[config.mk]
export PLATFORM = sky130hd
export DESIGN_NAME = phy_host_link_selector
export DESIGN_NICKNAME = d
export VERILOG_FILES = /design/src/phy_link_pkg.sv /design/src/phy_host_link_selector.sv /design/src/sideband_shifter.sv
export VERILOG_INCLUDE_DIRS = /design/src
export SDC_FILE = /design/constraint.sdc
export NUM_CORES = 1
export LEC_CHECK = 0
export BUFFER_PORTS_ARGS = -buffer_cell sky130_fd_sc_hd__buf_2
export CAP_MARGIN = 40
export CORE_ASPECT_RATIO = 1.4
export CORE_MARGIN = 2
export CORE_UTILIZATION = 26
export DETAILED_ROUTE_END_ITERATION = 12
export SETUP_SLACK_MARGIN = 0.02
export SYNTH_ARGS = -nofsm -noshare
export SYNTH_HDL_FRONTEND = slang
export SYNTH_SLANG_ARGS = --single-unit
[constraint.sdc]
create_clock -name i_clk -period 4.35 [get_ports i_clk]
set_clock_uncertainty 0.15 [all_clocks]
set_input_delay 1.0875 -clock i_clk [delete_from_list [all_inputs] [get_ports i_clk]]
set_output_delay 1.0875 -clock i_clk [all_outputs]
set_load 0.01 [all_outputs]
[src/phy_link_defines.svh]
// Purpose: constants for the host end of the PHY in-band link selector
// Assumes: 250 MHz system clock, single-byte sideband transactions
// Notes:   every offset, timing count and rate lives here as a macro
`ifndef PHY_LINK_DEFINES_SVH
`define PHY_LINK_DEFINES_SVH

// ****************************************************************
// clock and link rates
// ****************************************************************
`define CLK_PERIOD_NS     4
`define SERIAL_RATE_MBPS  1250
`define REFCLK_MHZ        100

// ****************************************************************
// sideband bit timing, half periods
// ****************************************************************
`define SB_HALF_100K_NS   5000
`define SB_HALF_400K_NS   1250
`define SB_HALF_1000K_NS  500
`define SB_HALF_100K_CYC  ((`SB_HALF_100K_NS + `CLK_PERIOD_NS - 1) / `CLK_PERIOD_NS)
`define SB_HALF_400K_CYC  ((`SB_HALF_400K_NS + `CLK_PERIOD_NS - 1) / `CLK_PERIOD_NS)
`define SB_HALF_1000K_CYC ((`SB_HALF_1000K_NS + `CLK_PERIOD_NS - 1) / `CLK_PERIOD_NS)
`define SB_CNT_W          12
`define SB_ACK_BIT        4'h8

`endif

[src/phy_link_pkg.sv]
// Purpose: shared types of the host link selector
// Assumes: phy_link_defines.svh on the include path
// Notes:   beats carry one byte each
package phy_link_pkg;
`include "phy_link_defines.svh"

  // one byte of a frame or in-band message
  typedef struct packed {
    logic [7:0] data;
    logic       last;
    logic       msg;
    logic       valid;
  } beat_t;

  typedef enum logic [1:0] {SB_100K, SB_400K, SB_1000K} sb_speed_t;
  typedef enum logic {PATH_SIDEBAND, PATH_SERIAL} path_t;
  typedef enum logic [2:0] {
    SB_IDLE, SB_START, SB_LOW, SB_HIGH, SB_STOP
  } sb_state_t;
  typedef enum logic [2:0] {
    TX_IDLE, TX_FRAME, TX_DROP, TX_MSG_SB, TX_RD
  } tx_state_t;

  // half bit period in clock cycles for a sideband speed
  function automatic logic [`SB_CNT_W-1:0] sb_half_cycles(sb_speed_t s);
    unique case (s)
      SB_100K:  return `SB_CNT_W'(`SB_HALF_100K_CYC);
      SB_400K:  return `SB_CNT_W'(`SB_HALF_400K_CYC);
      SB_1000K: return `SB_CNT_W'(`SB_HALF_1000K_CYC);
      default:  return `SB_CNT_W'(`SB_HALF_100K_CYC);
    endcase
  endfunction : sb_half_cycles
endpackage : phy_link_pkg

[src/phy_host_link_selector.sv]
// Purpose: chipset end of the PHY in-band link, path selection
// Assumes: serial link framing done by an outer serdes, same clock
// Notes:   platform reset level picks serial link or sideband
`timescale 1ns/100ps
module phy_host_link_selector
  import phy_link_pkg::*;
(
  input  wire logic      i_clk,
  input  wire logic      i_rst_b,
  input  wire logic      i_sys_active,
  input  wire sb_speed_t i_sb_speed,
  input  wire beat_t     i_tx,
  output logic           o_tx_ready,
  output logic           o_tx_abort,
  input  wire beat_t     i_msg,
  output logic           o_msg_ready,
  output logic           o_msg_acked,
  output beat_t          o_rx,
  output logic           o_rx_abort,
  input  wire logic      i_rx_poll,
  input  wire logic      i_rx_poll_last,
  output beat_t          o_serial_tx,
  input  wire logic      i_serial_ready,
  input  wire beat_t     i_serial_rx,
  input  wire logic      i_serial_msg_ack,
  output logic           o_serial_enable,
  output logic           o_platform_reset_n,
  input  wire logic      i_refclk_req_n,
  output logic           o_refclk_en,
  input  wire logic      i_sideband_data_pin,
  output logic           o_sideband_data_pin,
  output logic           o_sideband_data_pin_oe,
  input  wire logic      i_sideband_clock_pin,
  output logic           o_sideband_clock_pin,
  output logic           o_sideband_clock_pin_oe
);
  tx_state_t  state_ff, nxt_state;
  path_t      path_ff, nxt_path;
  logic       prst_ff, nxt_prst;
  beat_t      ser_ff, nxt_ser, rx_ff, nxt_rx;
  logic       rx_in_frame_ff, nxt_rx_in_frame;
  logic       tx_abort_ff, nxt_tx_abort, rx_abort_ff, nxt_rx_abort;
  logic       pend_ff, nxt_pend, sent_ff, nxt_sent;
  logic [7:0] msg_ff, nxt_msg;
  logic       acked_ff, nxt_acked, poll_last_ff, nxt_poll_last;
  logic [1:0] req_sync_ff;
  logic       sw_evt, ser_free, sb_start, sb_read;
  logic [7:0] sb_byte;
  logic       sb_busy, sb_done, sb_ack;
  logic [7:0] sb_rd_byte;

  // ****************************************************************
  // sideband engine
  // ****************************************************************
  sideband_shifter u_sb (
    .i_clk     (i_clk),
    .i_rst_b   (i_rst_b),
    .i_start   (sb_start),
    .i_abort   (sw_evt),
    .i_read    (sb_read),
    .i_byte    (sb_byte),
    .i_half    (sb_half_cycles(i_sb_speed)),
    .i_sda_in  (i_sideband_data_pin),
    .i_scl_in  (i_sideband_clock_pin),
    .o_sda_out (o_sideband_data_pin),
    .o_sda_oe  (o_sideband_data_pin_oe),
    .o_scl_out (o_sideband_clock_pin),
    .o_scl_oe  (o_sideband_clock_pin_oe),
    .o_busy    (sb_busy),
    .o_done    (sb_done),
    .o_ack     (sb_ack),
    .o_rd_byte (sb_rd_byte)
  );

  // ****************************************************************
  // clock request synchroniser
  // ****************************************************************
  always_ff @(posedge i_clk or negedge i_rst_b) begin
    if (!i_rst_b) begin
      req_sync_ff <= 2'h3;
    end else begin
      req_sync_ff <= {req_sync_ff[0], i_refclk_req_n};
    end
  end

  // a switch is any change of the power-good level we drive
  assign sw_evt   = (i_sys_active != prst_ff);
  assign ser_free = ~ser_ff.valid | i_serial_ready;

  // ****************************************************************
  // path, transmit and message sequencing
  // ****************************************************************
  always_comb begin
    nxt_state     = state_ff;
    nxt_prst      = i_sys_active;
    nxt_path      = i_sys_active ? PATH_SERIAL : PATH_SIDEBAND;
    nxt_ser       = ser_ff;
    nxt_tx_abort  = 1'b0;
    nxt_pend      = pend_ff;
    nxt_sent      = sent_ff;
    nxt_msg       = msg_ff;
    nxt_acked     = 1'b0;
    nxt_poll_last = poll_last_ff;
    o_tx_ready    = 1'b0;
    sb_start      = 1'b0;
    sb_read       = 1'b0;
    sb_byte       = msg_ff;
    if (ser_ff.valid && i_serial_ready) begin
      nxt_ser.valid = 1'b0;
    end
    // new message latched only while none is outstanding
    if (!pend_ff && i_msg.valid) begin
      nxt_pend = 1'b1;
      nxt_sent = 1'b0;
      nxt_msg  = i_msg.data;
    end
    if (pend_ff && sent_ff && path_ff == PATH_SERIAL
        && i_serial_msg_ack) begin
      nxt_pend  = 1'b0;
      nxt_acked = 1'b1;
    end
    unique case (state_ff)
      TX_IDLE: begin
        if (pend_ff && !sent_ff && path_ff == PATH_SERIAL) begin
          if (ser_free) begin
            nxt_ser  = '{data: msg_ff, last: 1'b1, msg: 1'b1,
                         valid: 1'b1};
            nxt_sent = 1'b1;
          end
        end else if (pend_ff && !sent_ff && !sb_busy) begin
          sb_start  = 1'b1;
          nxt_sent  = 1'b1;
          nxt_state = TX_MSG_SB;
        end else if (i_tx.valid && path_ff == PATH_SERIAL) begin
          nxt_state = TX_FRAME;
        end else if (i_tx.valid && !sb_busy) begin
          nxt_state = TX_FRAME;
        end else if (i_rx_poll && path_ff == PATH_SIDEBAND
                     && !sb_busy) begin
          sb_start      = 1'b1;
          sb_read       = 1'b1;
          nxt_poll_last = i_rx_poll_last;
          nxt_state     = TX_RD;
        end
      end
      TX_FRAME: begin
        // one path at a time; the other sees nothing
        if (path_ff == PATH_SERIAL) begin
          o_tx_ready = ser_free;
          if (ser_free && i_tx.valid) begin
            nxt_ser = '{data: i_tx.data, last: i_tx.last, msg: 1'b0,
                        valid: 1'b1};
          end
        end else begin
          o_tx_ready = ~sb_busy;
          sb_byte    = i_tx.data;
          sb_start   = ~sb_busy & i_tx.valid;
        end
        if (o_tx_ready && i_tx.valid && i_tx.last) begin
          nxt_state = TX_IDLE;
        end
      end
      TX_DROP: begin
        // swallow the rest of a frame cut by a switch
        o_tx_ready = 1'b1;
        if (i_tx.valid && i_tx.last) begin
          nxt_state = TX_IDLE;
        end
      end
      TX_MSG_SB: begin
        if (sb_done) begin
          nxt_pend  = ~sb_ack;
          nxt_sent  = ~sb_ack ? 1'b0 : sent_ff;
          nxt_acked = sb_ack;
          nxt_state = TX_IDLE;
        end
      end
      TX_RD: begin
        if (sb_done) begin
          nxt_state = TX_IDLE;
        end
      end
      default: nxt_state = TX_IDLE;
    endcase
    // switch: cut frames, requeue unacked message on new path
    if (sw_evt) begin
      nxt_ser.valid = 1'b0;
      if (pend_ff) begin
        nxt_sent = 1'b0;
      end
      if (state_ff == TX_FRAME) begin
        nxt_tx_abort = 1'b1;
        nxt_state    = (o_tx_ready && i_tx.valid && i_tx.last)
                       ? TX_IDLE : TX_DROP;
      end else if (state_ff != TX_DROP) begin
        nxt_state = TX_IDLE;
      end
    end
  end

  // ****************************************************************
  // receive path
  // ****************************************************************
  // bytes from the inactive path are never forwarded
  always_comb begin
    nxt_rx          = '0;
    nxt_rx_in_frame = rx_in_frame_ff;
    nxt_rx_abort    = 1'b0;
    if (path_ff == PATH_SERIAL && i_serial_rx.valid) begin
      nxt_rx          = i_serial_rx;
      nxt_rx_in_frame = ~i_serial_rx.last;
    end else if (state_ff == TX_RD && sb_done && !sw_evt) begin
      nxt_rx          = '{data: sb_rd_byte, last: poll_last_ff,
                          msg: 1'b0, valid: 1'b1};
      nxt_rx_in_frame = ~poll_last_ff;
    end
    if (sw_evt) begin
      nxt_rx          = '0;
      nxt_rx_abort    = rx_in_frame_ff | (state_ff == TX_RD);
      nxt_rx_in_frame = 1'b0;
    end
  end

  always_ff @(posedge i_clk or negedge i_rst_b) begin
    if (!i_rst_b) begin
      state_ff       <= TX_IDLE;
      path_ff        <= PATH_SIDEBAND;
      prst_ff        <= 1'b0;
      ser_ff         <= '0;
      rx_ff          <= '0;
      rx_in_frame_ff <= 1'b0;
      tx_abort_ff    <= 1'b0;
      rx_abort_ff    <= 1'b0;
      pend_ff        <= 1'b0;
      sent_ff        <= 1'b0;
      msg_ff         <= 8'h00;
      acked_ff       <= 1'b0;
      poll_last_ff   <= 1'b0;
    end else begin
      state_ff       <= nxt_state;
      path_ff        <= nxt_path;
      prst_ff        <= nxt_prst;
      ser_ff         <= nxt_ser;
      rx_ff          <= nxt_rx;
      rx_in_frame_ff <= nxt_rx_in_frame;
      tx_abort_ff    <= nxt_tx_abort;
      rx_abort_ff    <= nxt_rx_abort;
      pend_ff        <= nxt_pend;
      sent_ff        <= nxt_sent;
      msg_ff         <= nxt_msg;
      acked_ff       <= nxt_acked;
      poll_last_ff   <= nxt_poll_last;
    end
  end

  // ****************************************************************
  // outputs
  // ****************************************************************
  assign o_platform_reset_n = prst_ff;
  assign o_serial_enable    = prst_ff;
  // reference clock runs while asked for or while link is up
  assign o_refclk_en        = ~req_sync_ff[1] | prst_ff;
  assign o_serial_tx        = ser_ff;
  assign o_rx               = rx_ff;
  assign o_tx_abort         = tx_abort_ff;
  assign o_rx_abort         = rx_abort_ff;
  assign o_msg_ready        = ~pend_ff;
  assign o_msg_acked        = acked_ff;
endmodule : phy_host_link_selector

[src/sideband_shifter.sv]
// Purpose: one-byte open-drain sideband transaction engine
// Assumes: host owns the clock line; device may stretch it
// Notes:   start, 8 data bits, ack slot, stop per transaction
`timescale 1ns/100ps
module sideband_shifter
  import phy_link_pkg::*;
(
  input  wire logic                 i_clk,
  input  wire logic                 i_rst_b,
  input  wire logic                 i_start,
  input  wire logic                 i_abort,
  input  wire logic                 i_read,
  input  wire logic [7:0]           i_byte,
  input  wire logic [`SB_CNT_W-1:0] i_half,
  input  wire logic                 i_sda_in,
  input  wire logic                 i_scl_in,
  output logic                      o_sda_out,
  output logic                      o_sda_oe,
  output logic                      o_scl_out,
  output logic                      o_scl_oe,
  output logic                      o_busy,
  output logic                      o_done,
  output logic                      o_ack,
  output logic [7:0]                o_rd_byte
);
  sb_state_t              state_ff, nxt_state;
  logic [`SB_CNT_W-1:0]   cnt_ff, nxt_cnt, half_ff, nxt_half;
  logic [3:0]             bit_ff, nxt_bit;
  logic [7:0]             shreg_ff, nxt_shreg;
  logic                   read_ff, nxt_read, ack_ff, nxt_ack;
  logic                   scl_oe_ff, nxt_scl_oe, sda_oe_ff, nxt_sda_oe;
  logic                   done_ff, nxt_done;
  logic [1:0]             sda_sync_ff, scl_sync_ff;

  // ****************************************************************
  // pin synchronisers
  // ****************************************************************
  always_ff @(posedge i_clk or negedge i_rst_b) begin
    if (!i_rst_b) begin
      sda_sync_ff <= 2'h3;
      scl_sync_ff <= 2'h3;
    end else begin
      sda_sync_ff <= {sda_sync_ff[0], i_sda_in};
      scl_sync_ff <= {scl_sync_ff[0], i_scl_in};
    end
  end

  // ****************************************************************
  // bit sequencer
  // ****************************************************************
  // data bits are changed only while the clock is held low; start and stop move data with it high
  always_comb begin
    nxt_state  = state_ff;
    nxt_cnt    = cnt_ff;
    nxt_half   = half_ff;
    nxt_bit    = bit_ff;
    nxt_shreg  = shreg_ff;
    nxt_read   = read_ff;
    nxt_ack    = ack_ff;
    nxt_scl_oe = scl_oe_ff;
    nxt_sda_oe = sda_oe_ff;
    nxt_done   = 1'b0;
    unique case (state_ff)
      SB_IDLE: begin
        if (i_start) begin
          nxt_shreg  = i_byte;
          nxt_read   = i_read;
          nxt_half   = i_half;
          nxt_cnt    = i_half;
          nxt_sda_oe = 1'b1;                // start condition
          nxt_state  = SB_START;
        end
      end
      SB_START: begin
        if (cnt_ff == '0) begin
          nxt_scl_oe = 1'b1;
          nxt_bit    = 4'h0;
          nxt_cnt    = half_ff;
          nxt_state  = SB_LOW;
        end else begin
          nxt_cnt = cnt_ff - 1'b1;
        end
      end
      SB_LOW: begin
        nxt_sda_oe = (bit_ff != `SB_ACK_BIT) & ~read_ff & ~shreg_ff[7];
        if (cnt_ff == '0) begin
          nxt_scl_oe = 1'b0;
          nxt_cnt    = half_ff;
          nxt_state  = SB_HIGH;
        end else begin
          nxt_cnt = cnt_ff - 1'b1;
        end
      end
      SB_HIGH: begin
        // a held-low clock line is the device stretching
        if (!scl_sync_ff[1]) begin
          nxt_cnt = cnt_ff;
        end else if (cnt_ff == '0) begin
          nxt_scl_oe = 1'b1;
          nxt_cnt    = half_ff;
          if (bit_ff == `SB_ACK_BIT) begin
            nxt_ack    = ~sda_sync_ff[1];
            nxt_state  = SB_STOP;
          end else begin
            nxt_shreg  = {shreg_ff[6:0], sda_sync_ff[1]};
            nxt_bit    = bit_ff + 4'h1;
            nxt_state  = SB_LOW;
          end
        end else begin
          nxt_cnt = cnt_ff - 1'b1;
        end
      end
      SB_STOP: begin
        if (cnt_ff != '0) begin
          nxt_sda_oe = 1'b1;
          nxt_cnt = cnt_ff - 1'b1;
        end else if (scl_oe_ff) begin
          nxt_scl_oe = 1'b0;
          nxt_cnt    = half_ff;
        end else begin
          nxt_sda_oe = 1'b0;                 // stop condition
          nxt_done   = 1'b1;
          nxt_state  = SB_IDLE;
        end
      end
      default: nxt_state = SB_IDLE;
    endcase
    // a switch frees both lines
    if (i_abort) begin
      nxt_state  = SB_IDLE;
      nxt_scl_oe = 1'b0;
      nxt_sda_oe = 1'b0;
    end
  end

  always_ff @(posedge i_clk or negedge i_rst_b) begin
    if (!i_rst_b) begin
      state_ff  <= SB_IDLE;
      cnt_ff    <= '0;
      half_ff   <= '0;
      bit_ff    <= 4'h0;
      shreg_ff  <= 8'h00;
      read_ff   <= 1'b0;
      ack_ff    <= 1'b0;
      scl_oe_ff <= 1'b0;
      sda_oe_ff <= 1'b0;
      done_ff   <= 1'b0;
    end else begin
      state_ff  <= nxt_state;
      cnt_ff    <= nxt_cnt;
      half_ff   <= nxt_half;
      bit_ff    <= nxt_bit;
      shreg_ff  <= nxt_shreg;
      read_ff   <= nxt_read;
      ack_ff    <= nxt_ack;
      scl_oe_ff <= nxt_scl_oe;
      sda_oe_ff <= nxt_sda_oe;
      done_ff   <= nxt_done;
    end
  end

  assign o_sda_out = 1'b0;                   // open drain: low or off
  assign o_scl_out = 1'b0;
  assign o_sda_oe  = sda_oe_ff;
  assign o_scl_oe  = scl_oe_ff;
  assign o_busy    = (state_ff != SB_IDLE);
  assign o_done    = done_ff;
  assign o_ack     = ack_ff;
  assign o_rd_byte = shreg_ff;
endmodule : sideband_shifter

==> results_dict.tcl, run 1 <==
set metrics [dict create \
    fillCellCount 1757 \
    portBuffers 73 \
    cap_violations 0 \
    die_h_um 160 \
    postCtsSetupRepairBufs 0 \
    critical_path.max_fanout 24 \
    synthArstFlopShare 1.00 \
    synth-seq-area-share 0.475 \
    maxSlewHeadroom 0.418 \
    start_util 0.267 \
    grt.total_usage 0.133 \
    switchingPower_uw 1200 \
    rsz0062_at_grt "false" \
    finalSetupViolations 0 \
    instances_no_fill 739 \
    drt-initial-drc-count 217 \
    worst_pin_slew_ps 866 \
    wl_um 12000 \
    dp.final_hpwl_um 8990 \
    p_comb_frac 0.356 \
    ys.warnings.count 0 \
    finalMaxSlewViolations 0 \
    status "completed" \
    critPathLaunchType "flop" \
    ys_ff_latch 85 \
    synth_area_leaders "dfrtp_1 44%, o21ai_0 3.9%, dfstp_2 3.5%" \
    p_leak_uw 0.00238 \
    placed_cells 723 \
    viasPerCell 5.23 \
    antenna_found_initial 0 \
    grt_pass1_vias 3943 \
    first_pass_iters 8 \
    grt_max_degree 62 \
    critical_path_class "reg -> out" \
    overflow 0 \
    vias 3868 \
    p_seq_frac 0.391 \
    hold_violations 0 \
    cts.path.max_buffers 2 \
    cts.repair.resized 0 \
    period_needed_ps 3190 \
    cts_max_level 3 \
    critPathArrivalTime_ps 1950 \
    place_congestion 0.842 \
    synth.distinct_cells 67 \
    final_common_cell "dfrtp_1" \
    rows 56 \
    synth_area_per_cell_um2 9.61 \
    swShare 0.366 \
    p_int_uw 2070 \
    ant_nets 0 \
    postCtsHoldBufs 0 \
    final_net_count 582 \
    clock_latency_ps 340 \
    period_share 0.733 \
    area_growth_pct 20.2 \
    layout_common_cells "79 x dfrtp_1, 72 x buf_2, 41 x nand2_1" \
    tns_ps 0 \
    clkTransAtPathRegs_ps 70 \
    required_ps 3110 \
    clock.fmax_mhz 314 \
    synth_top_area_cell "dfrtp_1" \
    peakVddDrop_mv 0.340 \
    cts-root-buf "clkbuf_16" \
    ioPinCount 79 \
    netlist_instances 468 \
    cts_tree "done" \
    grt_pass1_wl_um 19900 \
    coreArea_mm2 0.0168 \
    ys.flop_type "dfrtp_1" \
    die_area_mm2 0.0184 \
    drc 0 \
    min-delay-path-class "reg -> reg" \
    synth_top_area_frac 0.440 \
    netlist_area_mm2 0.00450 \
    dieWidth_um 115 \
    clock_sinks 85 \
    endpoint_kind "primary output" \
    p_per_area_mw_per_mm2 605 \
    cts_made_buffers 9 \
    layout-drive-gt1-share 0.239 \
    synth_edf_count 0 \
    antenna_cells 0 \
    power.share.clock 0.253 \
    wire_per_inst_um 16.2 \
]
==> final timing paths <==
check / start / to / slack, ps / cells past startpoint
max: u_sb.state_ff[2]$_DFFE_PN0P_ / o_tx_ready / 1160 / 4
min: req_sync_ff[0]$_DFF_PN1_ / req_sync_ff[1]$_DFF_PN1_ / 210 / 0
max reg2reg: state_ff[0]$_DFF_PN0_ / u_sb.o_rd_byte[3]$_DFFE_PN0P_ / 1210 / 5
min reg2reg: req_sync_ff[0]$_DFF_PN1_ / req_sync_ff[1]$_DFF_PN1_ / 210 / 0
max in group asynchronous: i_rst_b / u_sb.cnt_ff[5]$_DFFE_PN0P_ / 2850 / 3
min in group asynchronous: i_rst_b / msg_ff[7]$_DFFE_PN0P_ / 500 / 1
==> critical path, stage by stage, from the launching register on <==
cell,delay [ps]
dfrtp_1,630
nor3_1,420
o2111ai_1,170
a21oi_1,220
buf_2,170
==> registers in the layout, summed over array words and instances, names as in the netlist, 2 cells and up <==
register,cells
msg_ff,8
o_rx,11
o_serial_tx,11
req_sync_ff,2
state_ff,3
u_sb.bit_ff,4
u_sb.cnt_ff,12
u_sb.half_ff,6
u_sb.o_rd_byte,8
u_sb.scl_sync_ff,2
u_sb.sda_sync_ff,2
u_sb.state_ff,3
==> power groups by stage <==
| stage | logic, uW | registers [uW] | clock network [uW] |
|---|---|---|---|
| 2_1_floorplan | 864 | 1220 | 0 |
| 6_report | 1160 | 1280 | 826 |
| 5_1_grt | 1310 | 1320 | 885 |
| 3_3_place_gp | 1130 | 1270 | 0 |
| 3_5_place_dp | 1160 | 1290 | 0 |
| 4_1_cts | 1170 | 1270 | 842 |
==> cells by family (layout without fill, tap and decap cells) <==
family                   after synthesis  after routing  share of synthesized area
AND/OR/NAND/NOR                      161            161                      0.186
AO/OA/AOI/OAI                        127            127                      0.192
flip-flops                            85             85                      0.475
buffers and inverters                 53            120                     0.0473
multiplexers                          31             31                     0.0748
adder cells (fa/ha/maj)                6              6                     0.0167
XOR/XNOR                               4              4                    0.00779
other                                  1              2                   0.000834
==> cell type report <==
cell class	count	area, um2	share of cell area
timing repair buffer	82	455	0.0843
tap	203	254	0.0470
inverter	22	82.6	0.0153
multi-input combinational	331	2150	0.398
sequential	85	2130	0.395
clock buffer	9	225	0.0417
clock inverter	7	98.8	0.0183
==> per-stage QoR <==
step                total power (uW)  hold WS, ps   util  setup slack, ps  area (um2)
finish                          3270          206  0.321             1160        5400
global placement                2400          197  0.300              956        5040
CTS                             3290          207  0.321             1190        5400
floorplan                       2080          195      -             1500        4500
detailed placement              2450          197  0.302              925        5080
global route                    3510          213  0.321             1070        5400
==> cell usage after synthesis (all sizes together) (5+ instances only) <==
master / count
mux2: 21
a21oi: 29
a222oi: 8
o21ai: 36
nand2: 41
o22ai: 5
mux2i: 10
buf: 5
dfstp: 6
inv: 22
dfrtp: 79
nor3: 11
nor2b: 9
and3: 7
nand2b: 5
clkbuf: 26
nor2: 34
nand4: 6
a211oi: 5
ha: 6
o31ai: 9
nand3: 17
==> layer usage <==
| layer | part of all wire | GRT usage |
|---|---|---|
| met1 | 0.41 | 0.155 |
| met3 | 0.048 | 0.0312 |
| met4 | 0.019 | 0.0444 |
| met2 | 0.53 | 0.236 |
| met5 | 0 | 0 |
Note: power is estimated with default switching activity, not from simulation.
==> inputs of run 2 (changes only) <==
==> constraint.sdc (replaced) <==
create_clock -name i_clk -period 2.7 [get_ports i_clk]
set_clock_uncertainty 0.15 [all_clocks]
set_input_delay 0.675 -clock i_clk [delete_from_list [all_inputs] [get_ports i_clk]]
set_output_delay 0.675 -clock i_clk [all_outputs]
set_load 0.01 [all_outputs]
==> results_dict.tcl, run 2 (synthesis results as in run 1) <==
set metrics [dict create \
    endpoint_kind "flop" \
    status "completed" \
    overflow 0 \
    switchingPower_uw 2080 \
    cts.path.max_buffers 2 \
    portBuffers 73 \
    period_share 0.956 \
    finalSetupViolations 0 \
    p_leak_uw 0.00257 \
    cpMaxStageDelayCell "or4_1" \
    postCtsSetupRepairBufs 0 \
    first_pass_iters 5 \
    largest-register "u_sb.cnt_ff" \
    grt_max_degree 34 \
    p_per_area_mw_per_mm2 966 \
    area_growth_pct 26.5 \
    antenna_found_initial 0 \
    place_congestion 0.891 \
    rows 56 \
    antenna_cells 0 \
    crit_buf_inv 1 \
    critical_path.cell_chain "or3_4 > o41ai_2 > a21oi_2 > or4_1 > buf_4 > mux2_1" \
    tns_ps 0 \
    cts_made_buffers 9 \
    dieWidth_um 115 \
    finalMaxSlewViolations 0 \
    period_needed_ps 2580 \
    critical_path_class "reg -> reg" \
    p_int_uw 3420 \
    dp.final_hpwl_um 9430 \
    cts_tree "done" \
    postCtsHoldBufs 0 \
    critPathArrivalTime_ps 2660 \
    required_ps 2780 \
    min-delay-path-class "in -> async" \
    grt_util_met3 0.0293 \
    layout_common_cells "79 x dfrtp_1, 72 x buf_2, 47 x buf_4" \
    ioPinCount 79 \
    grt_busiest_layer "met2" \
    swShare 0.379 \
    fin_hold_ws_ps 121 \
    gr-usage-met1 0.165 \
    critical_path.max_fanout 8 \
    coreArea_mm2 0.0168 \
    layout-drive-gt1-share 0.300 \
    ant_nets 0 \
    viasPerCell 5.22 \
    hold_violations 0 \
    wire_per_inst_um 16.3 \
    final_net_count 620 \
    grt_pass1_vias 4178 \
    p_seq_frac 0.362 \
    critical-path-max-stage-delay_ps 510 \
    grt_use_met2 0.244 \
    vias 4058 \
    drt-initial-drc-count 271 \
    peakVddDrop_mv 0.470 \
    clock_latency_ps 350 \
    fillCellCount 1728 \
    start_util 0.267 \
    cts_max_level 3 \
    clock_sinks 85 \
    drc 0 \
    grt.total_usage 0.141 \
    path_delay_family "simple AND/OR/NAND/NOR gates" \
    critPathLaunchType "flop" \
    cts-root-buf "clkbuf_16" \
    cap_violations 0 \
    clkTransAtPathRegs_ps 70 \
    die_h_um 160 \
    wl_um 12600 \
    power.share.clock 0.222 \
    p_comb_frac 0.416 \
    final_common_cell "dfrtp_1" \
    grt_pass1_wl_um 20900 \
    clock.fmax_mhz 388 \
    rsz0062_at_grt "false" \
    die_area_mm2 0.0184 \
    largest_register_ffs 12 \
]
run 2: area by class of cell:
class,count,area [um2],area share
Clock inverter,7,65.1,0.0114
Clock buffer,9,225,0.0396
Inverter,22,82.6,0.0145
Timing Repair Buffer,120,733,0.129
Multi-Input combinational cell,331,2200,0.386
Tap cell,203,254,0.0446
Sequential cell,85,2130,0.375
run 2: per-stage QoR:
step	area, um2	setup slack, ps	instances	total power, uW	util
finish	5690	120	777	5500	0.338
global route	5690	39.7	777	5850	0.338
CTS	5660	29.7	777	5480	0.337
detailed placement	5370	51.4	761	4240	0.319
global placement	5370	52.0	761	4180	0.319
floorplan	4530	4.05	469	3390	-
run 2: metal layers:
layer | up-vias | wire length [um] | share of wire
li1 | 1906 | - | -
met5 | - | 0 | 0
met3 | 26 | 673 | 0.053
met4 | 0 | 310 | 0.025
met2 | 158 | 6530 | 0.52
met1 | 1968 | 5130 | 0.41
run 2: final timing paths:
kind / from / slack [ps] / endpoint / depth (start not counted)
max: state_ff[0]$_DFF_PN0_ / 120 / u_sb.o_rd_byte[1]$_DFFE_PN0P_ / 6
min: i_rst_b / 120 / msg_ff[7]$_DFFE_PN0P_ / 1
max reg2reg: state_ff[0]$_DFF_PN0_ / 120 / u_sb.o_rd_byte[1]$_DFFE_PN0P_ / 6
min reg2reg: u_sb.scl_sync_ff[0]$_DFF_PN1_ / 210 / u_sb.scl_sync_ff[1]$_DFF_PN1_ / 0
max in group asynchronous: i_rst_b / 1540 / u_sb.scl_sync_ff[0]$_DFF_PN1_ / 2
min in group i_clk: u_sb.scl_sync_ff[0]$_DFF_PN1_ / 210 / u_sb.scl_sync_ff[1]$_DFF_PN1_ / 0
run 2: what timing repair did:
| item | 4_1_cts | 5_1_grt |
|---|---|---|
| pin swaps | 0 | 1 |
| resized for setup | 1 | 6 |
| setup endpoints to repair | 1 | 12 |
| gates cloned | 0 | 0 |
run 2: power by group through the flow:
stage               registers (uW)  clock network, uW  logic [uW]
floorplan                     1970                  0        1420
global placement              1980                  0        2200
detailed placement            1990                  0        2250
CTS                           1980               1250        2260
global route                  2030               1300        2510
finish                        1990               1220        2290
